===== config.mk =====
export PLATFORM = sky130hd
export DESIGN_NAME = gpio_and_dyn_fan_start_temperature_config
export DESIGN_NICKNAME = d
export VERILOG_FILES = /design/src/inc/gpio_dyn_cfg_pkg.sv /design/src/verilog/gpio_and_dyn_fan_start_temperature_config.sv
export SDC_FILE = /design/constraint.sdc
export NUM_CORES = 1
export LEC_CHECK = 0
export ABC_AREA = 1
export ABC_CLOCK_PERIOD_IN_PS = 1300
export BUFFER_PORTS_ARGS = -buffer_cell sky130_fd_sc_hd__buf_2
export CORE_ASPECT_RATIO = 0.6
export CORE_MARGIN = 2
export CORE_UTILIZATION = 45
export CTS_BUF_LIST = sky130_fd_sc_hd__clkbuf_16
export CTS_CLUSTER_SIZE = 24
export DETAILED_ROUTE_END_ITERATION = 16
export PLACE_DENSITY = 0.76
export SLEW_MARGIN = 20
export SYNTH_ARGS = -nofsm -noshare
export SYNTH_HDL_FRONTEND = slang
export SYNTH_SLANG_ARGS = --single-unit
export TNS_END_PERCENT = 100

===== constraint.sdc =====
create_clock -name ref_clk_i -period 1.3 [get_ports ref_clk_i]
set_clock_uncertainty 0.2 [all_clocks]
set_input_delay 0.065 -clock ref_clk_i [delete_from_list [all_inputs] [get_ports ref_clk_i]]
set_output_delay 0.065 -clock ref_clk_i [all_outputs]
set_load 0.01 [all_outputs]

===== src/inc/gpio_dyn_cfg_pkg.sv =====
// shared constants and types for the line and dynamic control register bank
package gpio_dyn_cfg_pkg;
	localparam int DATA_W = 8;
	localparam int TEMP_W = 8;
	localparam int NUM_LINES = 8;
	localparam int LINES_PER_REG = 4;

	// register offsets
	localparam logic [7:0] IO_LINE_CONFIG_LOW_OFS = 8'h09;
	localparam logic [7:0] IO_LINE_CONFIG_HIGH_OFS = 8'h0a;
	localparam logic [7:0] DYNAMIC_MIN_TEMP_CONTROL_A_OFS = 8'h0b;

	// reset values
	localparam logic [7:0] IO_LINE_CONFIG_RST = 8'h00;
	localparam logic [7:0] DYNAMIC_MIN_TEMP_CONTROL_A_RST = 8'h00;
	localparam logic [7:0] UNMAPPED_READ_VAL = 8'h00;

	// field positions of the dynamic control register
	localparam int CHAN_A_DYN_EN_POS = 0;
	localparam int CHAN_B_DYN_EN_POS = 1;
	localparam int PIN_A_COPIES_CHAN_A_POS = 2;
	localparam int PIN_A_COPIES_CHAN_B_POS = 3;
	localparam int PIN_B_COPIES_CHAN_A_POS = 4;
	localparam int PIN_B_COPIES_CHAN_B_POS = 5;

	// encodings of the line fields
	localparam logic POLARITY_ACTIVE_LOW = 1'b0;
	localparam logic POLARITY_ACTIVE_HIGH = 1'b1;
	localparam logic DIRECTION_INPUT = 1'b0;
	localparam logic DIRECTION_OUTPUT = 1'b1;

	// thermal pins idle high, asserted low
	localparam logic THERMAL_PIN_IDLE = 1'b1;

	// one line: polarity in the even bit, direction in the odd bit above it
	typedef struct packed {
		logic direction;
		logic polarity;
	} line_cfg_t;

	typedef struct packed {
		logic [1:0] reserved;
		logic pin_b_copies_chan_b;
		logic pin_b_copies_chan_a;
		logic pin_a_copies_chan_b;
		logic pin_a_copies_chan_a;
		logic chan_b_dyn_en;
		logic chan_a_dyn_en;
	} dyn_ctrl_t;

	// register write request
	typedef struct packed {
		logic wr;
		logic [7:0] addr;
		logic [DATA_W-1:0] wdata;
	} reg_req_t;

	// copy request toward one operating-point register
	typedef struct packed {
		logic valid;
		logic [TEMP_W-1:0] value;
	} op_copy_t;
endpackage


===== src/verilog/gpio_and_dyn_fan_start_temperature_config.sv =====
// line configuration and dynamic fan-start-temperature control register bank
`timescale 1ns/1ps

module gpio_and_dyn_fan_start_temperature_config
(
	// clock and reset
	input wire logic ref_clk_i,
	input wire logic sys_rst_i,
	input wire logic sw_rst_i,
	// register access
	input wire logic reg_wr_i,
	input wire logic [7:0] reg_addr_i,
	input wire logic [7:0] reg_wdata_i,
	output logic [7:0] reg_rdata_o,
	input wire logic lock_i,
	// line pins and user side
	input wire logic line_enable_i,
	input wire logic [7:0] line_in_i,
	output logic [7:0] line_out_o,
	output logic [7:0] line_oe_o,
	input wire logic [7:0] line_drive_i,
	output logic [7:0] line_asserted_o,
	// thermal alert pins, active low
	input wire logic thermal_alert_pin_a_n_i,
	input wire logic thermal_alert_pin_b_n_i,
	// remote channel temperatures and operating points
	input wire logic [7:0] chan_a_temp_i,
	input wire logic [7:0] chan_a_op_i,
	input wire logic [7:0] chan_b_temp_i,
	input wire logic [7:0] chan_b_op_i,
	// operating-point copy requests and dynamic enables
	output logic chan_a_copy_o,
	output logic [7:0] chan_a_copy_val_o,
	output logic chan_b_copy_o,
	output logic [7:0] chan_b_copy_val_o,
	output logic chan_a_dyn_en_o,
	output logic chan_b_dyn_en_o
);
	gpio_dyn_cfg_pkg::line_cfg_t [gpio_dyn_cfg_pkg::NUM_LINES-1:0] cfg_q;
	gpio_dyn_cfg_pkg::dyn_ctrl_t dyn_q;
	gpio_dyn_cfg_pkg::reg_req_t req;
	gpio_dyn_cfg_pkg::op_copy_t copy_a_d;
	gpio_dyn_cfg_pkg::op_copy_t copy_b_d;
	logic wr_ok;
	logic pin_a_prev_q;
	logic pin_b_prev_q;
	logic pin_a_fall;
	logic pin_b_fall;
	logic want_a;
	logic want_b;
	logic pol0;

	function automatic logic hit(input logic [7:0] addr, input logic [7:0] ofs);
		hit = (addr == ofs);
	endfunction

	assign req.wr = reg_wr_i;
	assign req.addr = reg_addr_i;
	assign req.wdata = reg_wdata_i;
	// a locked bank silently drops writes; reads still work
	assign wr_ok = req.wr & ~lock_i;
	assign pol0 = cfg_q[0].polarity;

	// line configuration storage
	always_ff @(posedge ref_clk_i)
	begin
		if (sys_rst_i || sw_rst_i)
		begin
			cfg_q <= {gpio_dyn_cfg_pkg::IO_LINE_CONFIG_RST,
				gpio_dyn_cfg_pkg::IO_LINE_CONFIG_RST};
		end
		else if (wr_ok && hit(req.addr, gpio_dyn_cfg_pkg::IO_LINE_CONFIG_LOW_OFS))
		begin
			cfg_q[3:0] <= req.wdata;
		end
		else if (wr_ok && hit(req.addr, gpio_dyn_cfg_pkg::IO_LINE_CONFIG_HIGH_OFS))
		begin
			cfg_q[7:4] <= req.wdata;
		end
	end

	// dynamic control storage, reserved bits kept as plain storage
	always_ff @(posedge ref_clk_i)
	begin
		if (sys_rst_i || sw_rst_i)
		begin
			dyn_q <= gpio_dyn_cfg_pkg::DYNAMIC_MIN_TEMP_CONTROL_A_RST;
		end
		else if (wr_ok && hit(req.addr, gpio_dyn_cfg_pkg::DYNAMIC_MIN_TEMP_CONTROL_A_OFS))
		begin
			dyn_q <= req.wdata;
		end
	end

	// read data, registered; unmapped offsets read as zero
	always_ff @(posedge ref_clk_i)
	begin
		if (sys_rst_i)
		begin
			reg_rdata_o <= gpio_dyn_cfg_pkg::UNMAPPED_READ_VAL;
		end
		else if (hit(req.addr, gpio_dyn_cfg_pkg::IO_LINE_CONFIG_LOW_OFS))
		begin
			reg_rdata_o <= cfg_q[3:0];
		end
		else if (hit(req.addr, gpio_dyn_cfg_pkg::IO_LINE_CONFIG_HIGH_OFS))
		begin
			reg_rdata_o <= cfg_q[7:4];
		end
		else if (hit(req.addr, gpio_dyn_cfg_pkg::DYNAMIC_MIN_TEMP_CONTROL_A_OFS))
		begin
			reg_rdata_o <= dyn_q;
		end
		else
		begin
			reg_rdata_o <= gpio_dyn_cfg_pkg::UNMAPPED_READ_VAL;
		end
	end

	// line pin logic, one slice per line
	genvar k;
	generate
		for (k = 0; k < gpio_dyn_cfg_pkg::NUM_LINES; k++)
		begin : g_line
			always_ff @(posedge ref_clk_i)
			begin
				if (sys_rst_i)
				begin
					line_oe_o[k] <= 1'b0;
					line_out_o[k] <= 1'b0;
					line_asserted_o[k] <= 1'b0;
				end
				else
				begin
					line_oe_o[k] <= line_enable_i &
						(cfg_q[k].direction == gpio_dyn_cfg_pkg::DIRECTION_OUTPUT);
					line_out_o[k] <= line_enable_i & cfg_q[k].direction &
						(line_drive_i[k] ? cfg_q[k].polarity : ~cfg_q[k].polarity);
					line_asserted_o[k] <= line_enable_i &
						(cfg_q[k].direction == gpio_dyn_cfg_pkg::DIRECTION_INPUT) &
						(line_in_i[k] == cfg_q[k].polarity);
				end
			end
		end
	endgenerate

	// thermal pin assertion edges; one copy per assertion, not per cycle held
	always_ff @(posedge ref_clk_i)
	begin
		if (sys_rst_i)
		begin
			pin_a_prev_q <= gpio_dyn_cfg_pkg::THERMAL_PIN_IDLE;
			pin_b_prev_q <= gpio_dyn_cfg_pkg::THERMAL_PIN_IDLE;
		end
		else
		begin
			pin_a_prev_q <= thermal_alert_pin_a_n_i;
			pin_b_prev_q <= thermal_alert_pin_b_n_i;
		end
	end

	assign pin_a_fall = pin_a_prev_q & ~thermal_alert_pin_a_n_i;
	assign pin_b_fall = pin_b_prev_q & ~thermal_alert_pin_b_n_i;
	assign want_a = (pin_a_fall & dyn_q.pin_a_copies_chan_a) |
		(pin_b_fall & dyn_q.pin_b_copies_chan_a);
	assign want_b = (pin_a_fall & dyn_q.pin_a_copies_chan_b) |
		(pin_b_fall & dyn_q.pin_b_copies_chan_b);

	always_comb
	begin
		copy_a_d.valid = want_a & (chan_a_temp_i < chan_a_op_i);
		copy_a_d.value = chan_a_temp_i;
		copy_b_d.valid = want_b & (chan_b_temp_i < chan_b_op_i);
		copy_b_d.value = chan_b_temp_i;
	end

	// copy requests toward the operating-point registers
	always_ff @(posedge ref_clk_i)
	begin
		if (sys_rst_i)
		begin
			chan_a_copy_o <= 1'b0;
			chan_a_copy_val_o <= 8'h00;
			chan_b_copy_o <= 1'b0;
			chan_b_copy_val_o <= 8'h00;
		end
		else
		begin
			chan_a_copy_o <= copy_a_d.valid;
			chan_b_copy_o <= copy_b_d.valid;
			if (copy_a_d.valid)
			begin
				chan_a_copy_val_o <= copy_a_d.value;
			end
			if (copy_b_d.valid)
			begin
				chan_b_copy_val_o <= copy_b_d.value;
			end
		end
	end

	// dynamic control enables toward the fan loop
	always_ff @(posedge ref_clk_i)
	begin
		if (sys_rst_i)
		begin
			chan_a_dyn_en_o <= 1'b0;
			chan_b_dyn_en_o <= 1'b0;
		end
		else
		begin
			chan_a_dyn_en_o <= dyn_q.chan_a_dyn_en;
			chan_b_dyn_en_o <= dyn_q.chan_b_dyn_en;
		end
	end

	AST_LOW_WRITE: assert property (@(posedge ref_clk_i) disable iff (sys_rst_i)
		(wr_ok && !sw_rst_i && reg_addr_i == gpio_dyn_cfg_pkg::IO_LINE_CONFIG_LOW_OFS)
		|=> ##1 $past(reg_addr_i) != gpio_dyn_cfg_pkg::IO_LINE_CONFIG_LOW_OFS
		|| reg_rdata_o == $past(reg_wdata_i, 2) || $past(reg_wr_i) || $past(sw_rst_i))
		else $error("low config write not read back");

	AST_HIGH_WRITE: assert property (@(posedge ref_clk_i) disable iff (sys_rst_i)
		(wr_ok && !sw_rst_i && reg_addr_i == gpio_dyn_cfg_pkg::IO_LINE_CONFIG_HIGH_OFS)
		|=> cfg_q[7:4] == $past(reg_wdata_i))
		else $error("high config write lost");

	AST_LOCK_HOLDS: assert property (@(posedge ref_clk_i) disable iff (sys_rst_i)
		(reg_wr_i && lock_i && !sw_rst_i) |=> $stable(cfg_q) && $stable(dyn_q))
		else $error("write changed a locked register");

	AST_SWRST_CLEARS: assert property (@(posedge ref_clk_i) disable iff (sys_rst_i)
		sw_rst_i |=> cfg_q == 16'h0000 && dyn_q == 8'h00 ##1 line_oe_o == 8'h00)
		else $error("software reset did not clear bank");

	AST_GATE_OFF: assert property (@(posedge ref_clk_i) disable iff (sys_rst_i)
		!line_enable_i |=> line_oe_o == 8'h00 && line_asserted_o == 8'h00
		&& line_out_o == 8'h00)
		else $error("lines active while disabled");

	AST_OUT_LEVEL: assert property (@(posedge ref_clk_i) disable iff (sys_rst_i)
		line_oe_o[0] |-> line_out_o[0] ==
		($past(line_drive_i[0]) ? $past(pol0) : !$past(pol0)))
		else $error("output line drives wrong level");

	AST_COPY_A_FIRES: assert property (@(posedge ref_clk_i) disable iff (sys_rst_i)
		(pin_a_fall && dyn_q.pin_a_copies_chan_a && chan_a_temp_i < chan_a_op_i)
		|=> chan_a_copy_o && chan_a_copy_val_o == $past(chan_a_temp_i))
		else $error("pin a copy to channel a missing");

	AST_COPY_B_FROM_PIN_B: assert property (@(posedge ref_clk_i) disable iff (sys_rst_i)
		(pin_b_fall && dyn_q.pin_b_copies_chan_b && chan_b_temp_i < chan_b_op_i)
		|=> chan_b_copy_o && chan_b_copy_val_o == $past(chan_b_temp_i))
		else $error("pin b copy to channel b missing");

	AST_COPY_ONLY_LOWER: assert property (@(posedge ref_clk_i) disable iff (sys_rst_i)
		chan_a_copy_o |-> $past(chan_a_temp_i) < $past(chan_a_op_i))
		else $error("copy without a lower temperature");

	AST_COPY_DISABLED: assert property (@(posedge ref_clk_i) disable iff (sys_rst_i)
		!(dyn_q.pin_a_copies_chan_b || dyn_q.pin_b_copies_chan_b) |=> !chan_b_copy_o)
		else $error("channel b copied while disabled");

	AST_DYN_EN_A: assert property (@(posedge ref_clk_i) disable iff (sys_rst_i)
		(wr_ok && !sw_rst_i && reg_addr_i == gpio_dyn_cfg_pkg::DYNAMIC_MIN_TEMP_CONTROL_A_OFS)
		|-> ##2 chan_a_dyn_en_o == $past(reg_wdata_i[0], 2) || $past(sw_rst_i))
		else $error("channel a dynamic enable wrong");

	AST_DYN_EN_B: assert property (@(posedge ref_clk_i) disable iff (sys_rst_i)
		chan_b_dyn_en_o == $past(dyn_q.chan_b_dyn_en))
		else $error("channel b dynamic enable without its bit");

	AST_COPY_B_FROM_PIN_A: assert property (@(posedge ref_clk_i) disable iff (sys_rst_i)
		(pin_a_fall && dyn_q.pin_a_copies_chan_b && chan_b_temp_i < chan_b_op_i)
		|=> chan_b_copy_o && chan_b_copy_val_o == $past(chan_b_temp_i))
		else $error("pin a copy to channel b missing");

	AST_COPY_A_FROM_PIN_B: assert property (@(posedge ref_clk_i) disable iff (sys_rst_i)
		(pin_b_fall && dyn_q.pin_b_copies_chan_a && chan_a_temp_i < chan_a_op_i)
		|=> chan_a_copy_o && chan_a_copy_val_o == $past(chan_a_temp_i))
		else $error("pin b copy to channel a missing");

	AST_COPY_A_DISABLED: assert property (@(posedge ref_clk_i) disable iff (sys_rst_i)
		!(dyn_q.pin_a_copies_chan_a || dyn_q.pin_b_copies_chan_a) |=> !chan_a_copy_o)
		else $error("channel a copied while disabled");

	// a pin held low must not keep rewriting the operating point
	AST_ONE_COPY_PER_ALERT: assert property (@(posedge ref_clk_i) disable iff (sys_rst_i)
		chan_a_copy_o |=> !chan_a_copy_o)
		else $error("channel a copy repeated without a new assertion");

	AST_RSVD_KEPT: assert property (@(posedge ref_clk_i) disable iff (sys_rst_i)
		(wr_ok && !sw_rst_i && reg_addr_i == gpio_dyn_cfg_pkg::DYNAMIC_MIN_TEMP_CONTROL_A_OFS)
		|=> dyn_q.reserved == $past(reg_wdata_i[7:6]))
		else $error("reserved dynamic control bits not stored");
endmodule // gpio_and_dyn_fan_start_temperature_config


==> results of run 1 <==
## final cells by class
class	count	area, um^2	share of cell area
timing repair buffer	206	1420	0.266
clock buffer	9	225	0.0422
clock inverter	7	90.1	0.0169
tap	104	130	0.0244
multi-input combinational	281	1640	0.308
inverter	69	262	0.0490
sequential	78	1570	0.294
## cells in the mapped netlist
cell type and instances:
nand2_4 2, nand2_2 5, buf_2 5, nor2_2 2, buf_4 3, nand3_1 38, ha_1 14, o211ai_1 3
nor2_1 34, nor3_4 1, inv_4 1, a21oi_2 4, inv_2 1, buf_6 4, clkbuf_1 3, o21ai_0 9
nand3_2 2, nand2_1 83, nand4_1 2, o21ai_2 4, a21oi_1 39, nor2_4 3, inv_1 66, xor2_1 16
and2_4 1, o21ai_1 2, or2_0 1, clkinv_1 1, dfxtp_1 78, nor3_1 16
## metal layers
| metal | vias up | GRT usage | share of wire |
|---|---|---|---|
| met5 | - | 0 | 0 |
| met4 | 0 | 0.0876 | 0.022 |
| met3 | 20 | 0.0493 | 0.067 |
| met2 | 141 | 0.387 | 0.46 |
| met1 | 1608 | 0.299 | 0.45 |
| li1 | 1802 | - | - |
## flip-flops by register name (all words and copies together) (netlist names)
name / cells
cfg_q: 15
chan_a_copy_val_o: 8
chan_b_copy_val_o: 8
dyn_q: 8
line_asserted_o: 8
line_oe_o: 8
line_out_o: 8
reg_rdata_o: 8
chan_a_copy_o: 1
chan_a_dyn_en_o: 1
chan_b_copy_o: 1
chan_b_dyn_en_o: 1
pin_a_prev_q: 1
pin_b_prev_q: 1
pol0: 1
## power by group through the flow
stage / clock network [uW] / logic, uW / registers [uW]
after global routing: 2760 / 667 / 2410
final: 2610 / 601 / 2410
after global placement: 0 / 457 / 2460
after floorplan: 0 / 236 / 2470
after CTS: 2640 / 588 / 2410
after detailed placement: 0 / 476 / 2460
## repair_timing
item                                   in CTS  in global routing
setup endpoints to repair                   9                 20
gates cloned                                0                  0
setup buffers                               0                  0
endpoints found under the hold margin      68                  3
resized for setup                           6                  4
hold buffers                               47                  1
## worst max-delay path by stage
| stage | startpoint | end | depth (start not counted) | slack [ns] |
|---|---|---|---|---|
| after floorplan | chan_b_op_i[7] | chan_b_copy_val_o[3] | 9 | -0.01 |
| after global placement | chan_b_temp_i[3] | chan_b_copy_val_o[6] | 8 | -0.18 |
| after detailed placement | chan_b_temp_i[3] | chan_b_copy_val_o[4] | 8 | -0.27 |
| after CTS | pin_b_prev_q | chan_a_copy_val_o[6] | 8 | -0.04 |
| after global routing | pin_b_prev_q | chan_a_copy_val_o[0] | 8 | -0.11 |
| final | pin_a_prev_q | chan_a_copy_val_o[6] | 8 | -0.07 |
## per-stage QoR
stage / total power, uW / instance area [um^2] / setup TNS (ns) / worst slack (ns)
5_1_grt: 5830 / 5340 / -1.31 / -0.114
3_3_place_gp: 2920 / 4510 / -2.86 / -0.183
3_5_place_dp: 2940 / 4510 / -4.41 / -0.268
4_1_cts: 5640 / 5310 / -0.238 / -0.0434
6_report: 5620 / 5340 / -0.261 / -0.0662
2_1_floorplan: 2700 / 3550 / -0.0135 / -0.0135
## worst min-delay path, delay by kind of cell
family | cells | cell delay (ns)
buf+inv | 1 | 0.09
compound gates | 1 | 0.08
simple gates | 2 | 0.20
## cells by family (layout without fill, tap and decap cells)
| kind of cell | Yosys count | in the layout | share of synthesized area |
|---|---|---|---|
| AND/OR/NAND/NOR | 190 | 190 | 0.253 |
| buffers and inverters | 84 | 291 | 0.106 |
| flip-flops | 78 | 78 | 0.452 |
| AO/OA/AOI/OAI | 61 | 61 | 0.0991 |
| XOR/XNOR | 16 | 16 | 0.0405 |
| adder cells (fa/ha/maj) | 14 | 14 | 0.0507 |
==> results.toml, run 1 <==
[pwr]
clkPwrFrac = 0.464
pwr_density_cell_nw_per_um2 = 1050
power_frac_seq = 0.429
switching_share = 0.219
switchingPower_uw = 1230
p_int_uw = 4390
p_leak_uw = 0.00268
p_comb_frac = 0.107
ir_drop_uv = 768

[cts]
clk_path_buf_depth = 2
tritoncts = "yes"
clk_latency_ns = 0.33
clock-sinks = 78
numCtsBuffers = 9
path_clk_slew_ns = 0.06
clock-root-buffer = "clkbuf_16"
h-tree-depth = 3

[worst_setup_path]
crit_type = "flip-flop to flip-flop"
rr_worst_depth = 8
r2r_start = "pin_a_prev_q"
r2r-end = "chan_a_copy_val_o[6]"
reg2reg_slack_ns = -0.07
critPathTopFamily = "simple AND/OR/NAND/NOR gates"
crit_slowest_cell = "dfxtp_2"
cp.arrival_ns = 1.38
path_buf_inv = 1
crit_required_ns = 1.32
crit_fanout = 17
path_cells = "nand3_1 -> nand2_2 -> nand2_2 -> nor2_4 -> buf_12 -> nand3_1 -> nand2_1 -> nor2_1"
cp_slowest_stage_delay_ns = 0.33
endpoint_kind = "flip-flop"
cp-start-kind = "flip-flop"

[final_layout]
nNetsFinal = 731
layout_commonest_cell = "buf_2"
n_antenna_cell = 0
syn_to_final_growth_pct = 54.4
stdcell_count = 754
fill_cells = 556
fin_util = 0.726
final_cell_mix = "buf_2, nand2_1, dfxtp_1, inv_1, dlygate4sd3_1"
drive_above_1_share = 0.343

[timing]
setup_slack_ns = -0.0662
tightest_slew_ns = 0.431
rsz0062_at_grt = "true"
whs_ns = -0.0339
finalSetupViolations = 8
fmaxAchievable_ghz = 0.732
slew_headroom = 0.712
hold_viol = 1
drv_slew = 0
post-route-period-util = 1.05
fin_crit_ns = 1.37

[floorplanning]
initial_core_util = 0.470
core_area_um2 = 7360
die_y_um = 71.9
die_w_um = 117
die-area_um2 = 8430
row_count = 24
num_io_pins = 124

[job]
cap_violations = 0

[yosys]
syn_inst = 443
synth.distinct_cells = 30
synth_top_area_frac = 0.452
syn_area_um2 = 3460
yosys_warnings = 0
synth_seq_area_share = 0.452
ys_ff_latch = 78
synth_area_per_cell_um2 = 7.81
synthesis.nets = 529
synth_top_cell_by_area = "dfxtp_1"
synth_top_cells_by_area = "dfxtp_1, nand2_1, inv_1, a21oi_1, nand3_1"

[detailed_routing]
drt-wirelength-per-cell_um = 12.8
via_count = 3571
avgViaCountPerCell = 4.74
postRouteWirelength_mm = 9.65
drtIter0Drc = 178
drc_errors = 0
firstDrtPassIters = 4
postRouteAntennaNets = 0

[global_routing]
overflow = 0
grt_pass1_vias = 3366
antenna_found_initial = 0
grt_first_pass_wirelength_mm = 15.2
track_usage = 0.233
grt_start_max_net_pins = 25

[run_status]
failed_checks = "hold timing, setup timing"
outcome = "finished with violations"

[worst_hold_path]
min-delay-start = "lock_i"
hold_path_class = "input pin to flip-flop"
hold_path_depth = 4
holdPathEnd = "cfg_q[11]"

[place]
hpwl_mm = 6.89
port_buffers = 123
dp.cells = 690
globalplace.congestion = 0.894
No activity file was read; power rests on OpenSTA's default activity.
==> inputs of run 2 (changes only) <==
--- a/config.mk
+++ b/config.mk
@@ -15,6 +15,7 @@
 export CTS_CLUSTER_SIZE = 24
 export DETAILED_ROUTE_END_ITERATION = 16
 export PLACE_DENSITY = 0.76
+export REMOVE_ABC_BUFFERS = 1
 export SLEW_MARGIN = 20
 export SYNTH_ARGS = -nofsm -noshare
 export SYNTH_HDL_FRONTEND = slang
==> results.toml, run 2 (same netlist as run 1, synthesis figures left out) <==
[pwr]
pwr_density_cell_nw_per_um2 = 1030
power_uw = 5350
p_leak_uw = 0.00263
ir_drop_uv = 706

[place]
hpwl_mm = 6.76
pre_cts_ws_ns = -0.290
port_buffers = 123
globalplace.congestion = 0.845
dpl_cell_area_um2 = 4370

[worst_setup_path]
path_buf_inv = 1
crit_fanout = 8
crit_slowest_cell = "dfxtp_2"
cp-start-kind = "flip-flop"
critPathTopFamily = "simple AND/OR/NAND/NOR gates"
crit_required_ns = 1.33
path_cells = "nand3_2 -> nand2_2 -> nand2_2 -> nor2_4 -> buf_6 -> nand3_2 -> nand2_1 -> nor2_1"
cp.arrival_ns = 1.39
reg2reg_slack_ns = -0.06
crit_type = "flip-flop to flip-flop"
endpoint_kind = "flip-flop"
cp_slowest_stage_delay_ns = 0.34

[global_routing]
grt_first_pass_wirelength_mm = 15.8
overflow = 0
antenna_found_initial = 0
track_usage = 0.241
grt_start_max_net_pins = 25
grt_pass1_vias = 3515

[final_layout]
finish.instance_area_um2 = 5170
final_cell_mix = "buf_2, nand2_1, dfxtp_1, inv_1, dlygate4sd3_1"
largest_reg_flops = 15
nNetsFinal = 726
top_register = "cfg_q"
n_antenna_cell = 0
layout_commonest_cell = "buf_2"
drive_above_1_share = 0.327
syn_to_final_growth_pct = 49.6

[detailed_routing]
drt-wirelength-per-cell_um = 13.0
dr_wl_met2_mm = 4.42
drtIter0Drc = 275
drc_errors = 0
via_count = 3542
wl_met1_mm = 4.50
postRouteAntennaNets = 0
avgViaCountPerCell = 4.73
postRouteWirelength_mm = 9.71
route.met3.wl_um = 675
firstDrtPassIters = 4
routed.top_layer = "met4"

[timing]
finalSetupTns_ns = -0.534
tightest_slew_ns = 0.478
hold_viol = 8
setup_slack_ns = -0.0597
whs_ns = -0.0561
fmaxAchievable_ghz = 0.735
post-route-period-util = 1.05
rsz0062_at_grt = "true"
finalSetupViolations = 16
drv_slew = 0
slew_headroom = 0.681
fin_crit_ns = 1.36

[floorplanning]
die-area_um2 = 8430
initial_core_util = 0.470
num_io_pins = 124
die_w_um = 117
row_count = 24
die_y_um = 71.9
core_area_um2 = 7360

[cts]
numCtsBuffers = 9
path_clk_slew_ns = 0.06
h-tree-depth = 3
clk_path_buf_depth = 2
tritoncts = "yes"
clock-sinks = 78
clk_latency_ns = 0.33
clock-root-buffer = "clkbuf_16"

[run_status]
failed_checks = "hold timing, setup timing"
outcome = "finished with violations"

[job]
cap_violations = 0

[worst_hold_path]
hold_path_class = "input pin to flip-flop"
## run 2: cell count changes in the layout (fill, tap and decap cells not counted), moves of 3 or more
| cell | change |
|---|---|
| ha_4 | -5 |
| clkinv_1 | +4 |
| dlygate4sd3_1 | -3 |
| buf_4 | -3 |
| ha_1 | +5 |
## run 2: routing by layer
| layer | up-vias | track usage |
|---|---|---|
| met5 | - | 0 |
| met4 | 0 | 0.0784 |
| met3 | 12 | 0.0718 |
| met2 | 130 | 0.383 |
| met1 | 1608 | 0.318 |
| li1 | 1792 | - |
## run 2: worst paths after layout
path                                        endpoint  cells after the start         start
worst max-delay path            chan_a_copy_val_o[7]                      8  pin_a_prev_q
worst min-delay path                        cfg_q[9]                      5      sw_rst_i
worst max register to register  chan_a_copy_val_o[7]                      8  pin_a_prev_q
worst min register to register    line_asserted_o[6]                      1     cfg_q[13]
## run 2: metrics by stage
| step | utilization | instances |
|---|---|---|
| after floorplan | - | 428 |
| final | 0.703 | 749 |
| after detailed placement | 0.594 | 686 |
| after CTS | 0.701 | 749 |
| after global placement | 0.594 | 686 |
| after global routing | 0.703 | 749 |
## run 2: worst reg2reg max path, delay by kind of cell (launching register included)
kind / cells / cell delay [ns]
flip-flops: 1 / 0.34
buffers and inverters: 1 / 0.15
AND/OR/NAND/NOR: 7 / 0.55
## run 2: final cells by class
class / instances / area, um^2
clock buffers: 9 / 225
clock inverters: 7 / 56.3
fillers: 610 / 2180
inverters: 69 / 262
multi-input cells: 281 / 1570
flip-flops and latches: 78 / 1570
well taps: 104 / 130
repair buffers: 201 / 1360
## run 2: power breakdown
| group | switching [uW] | internal, uW |
|---|---|---|
| logic | 270 | 288 |
| clock network | 928 | 1450 |
| registers | 5.57 | 2410 |
| total | 1200 | 4140 |
## run 2: what timing repair did
item | CTS | global route
cloned | 1 | 0
endpoints found under the setup margin | 16 | 24
pin swaps | 6 | 8
setup buffers | 1 | 0
hold endpoints to repair | 67 | 4
resized for setup | 14 | 6
hold buffers | 45 | 1
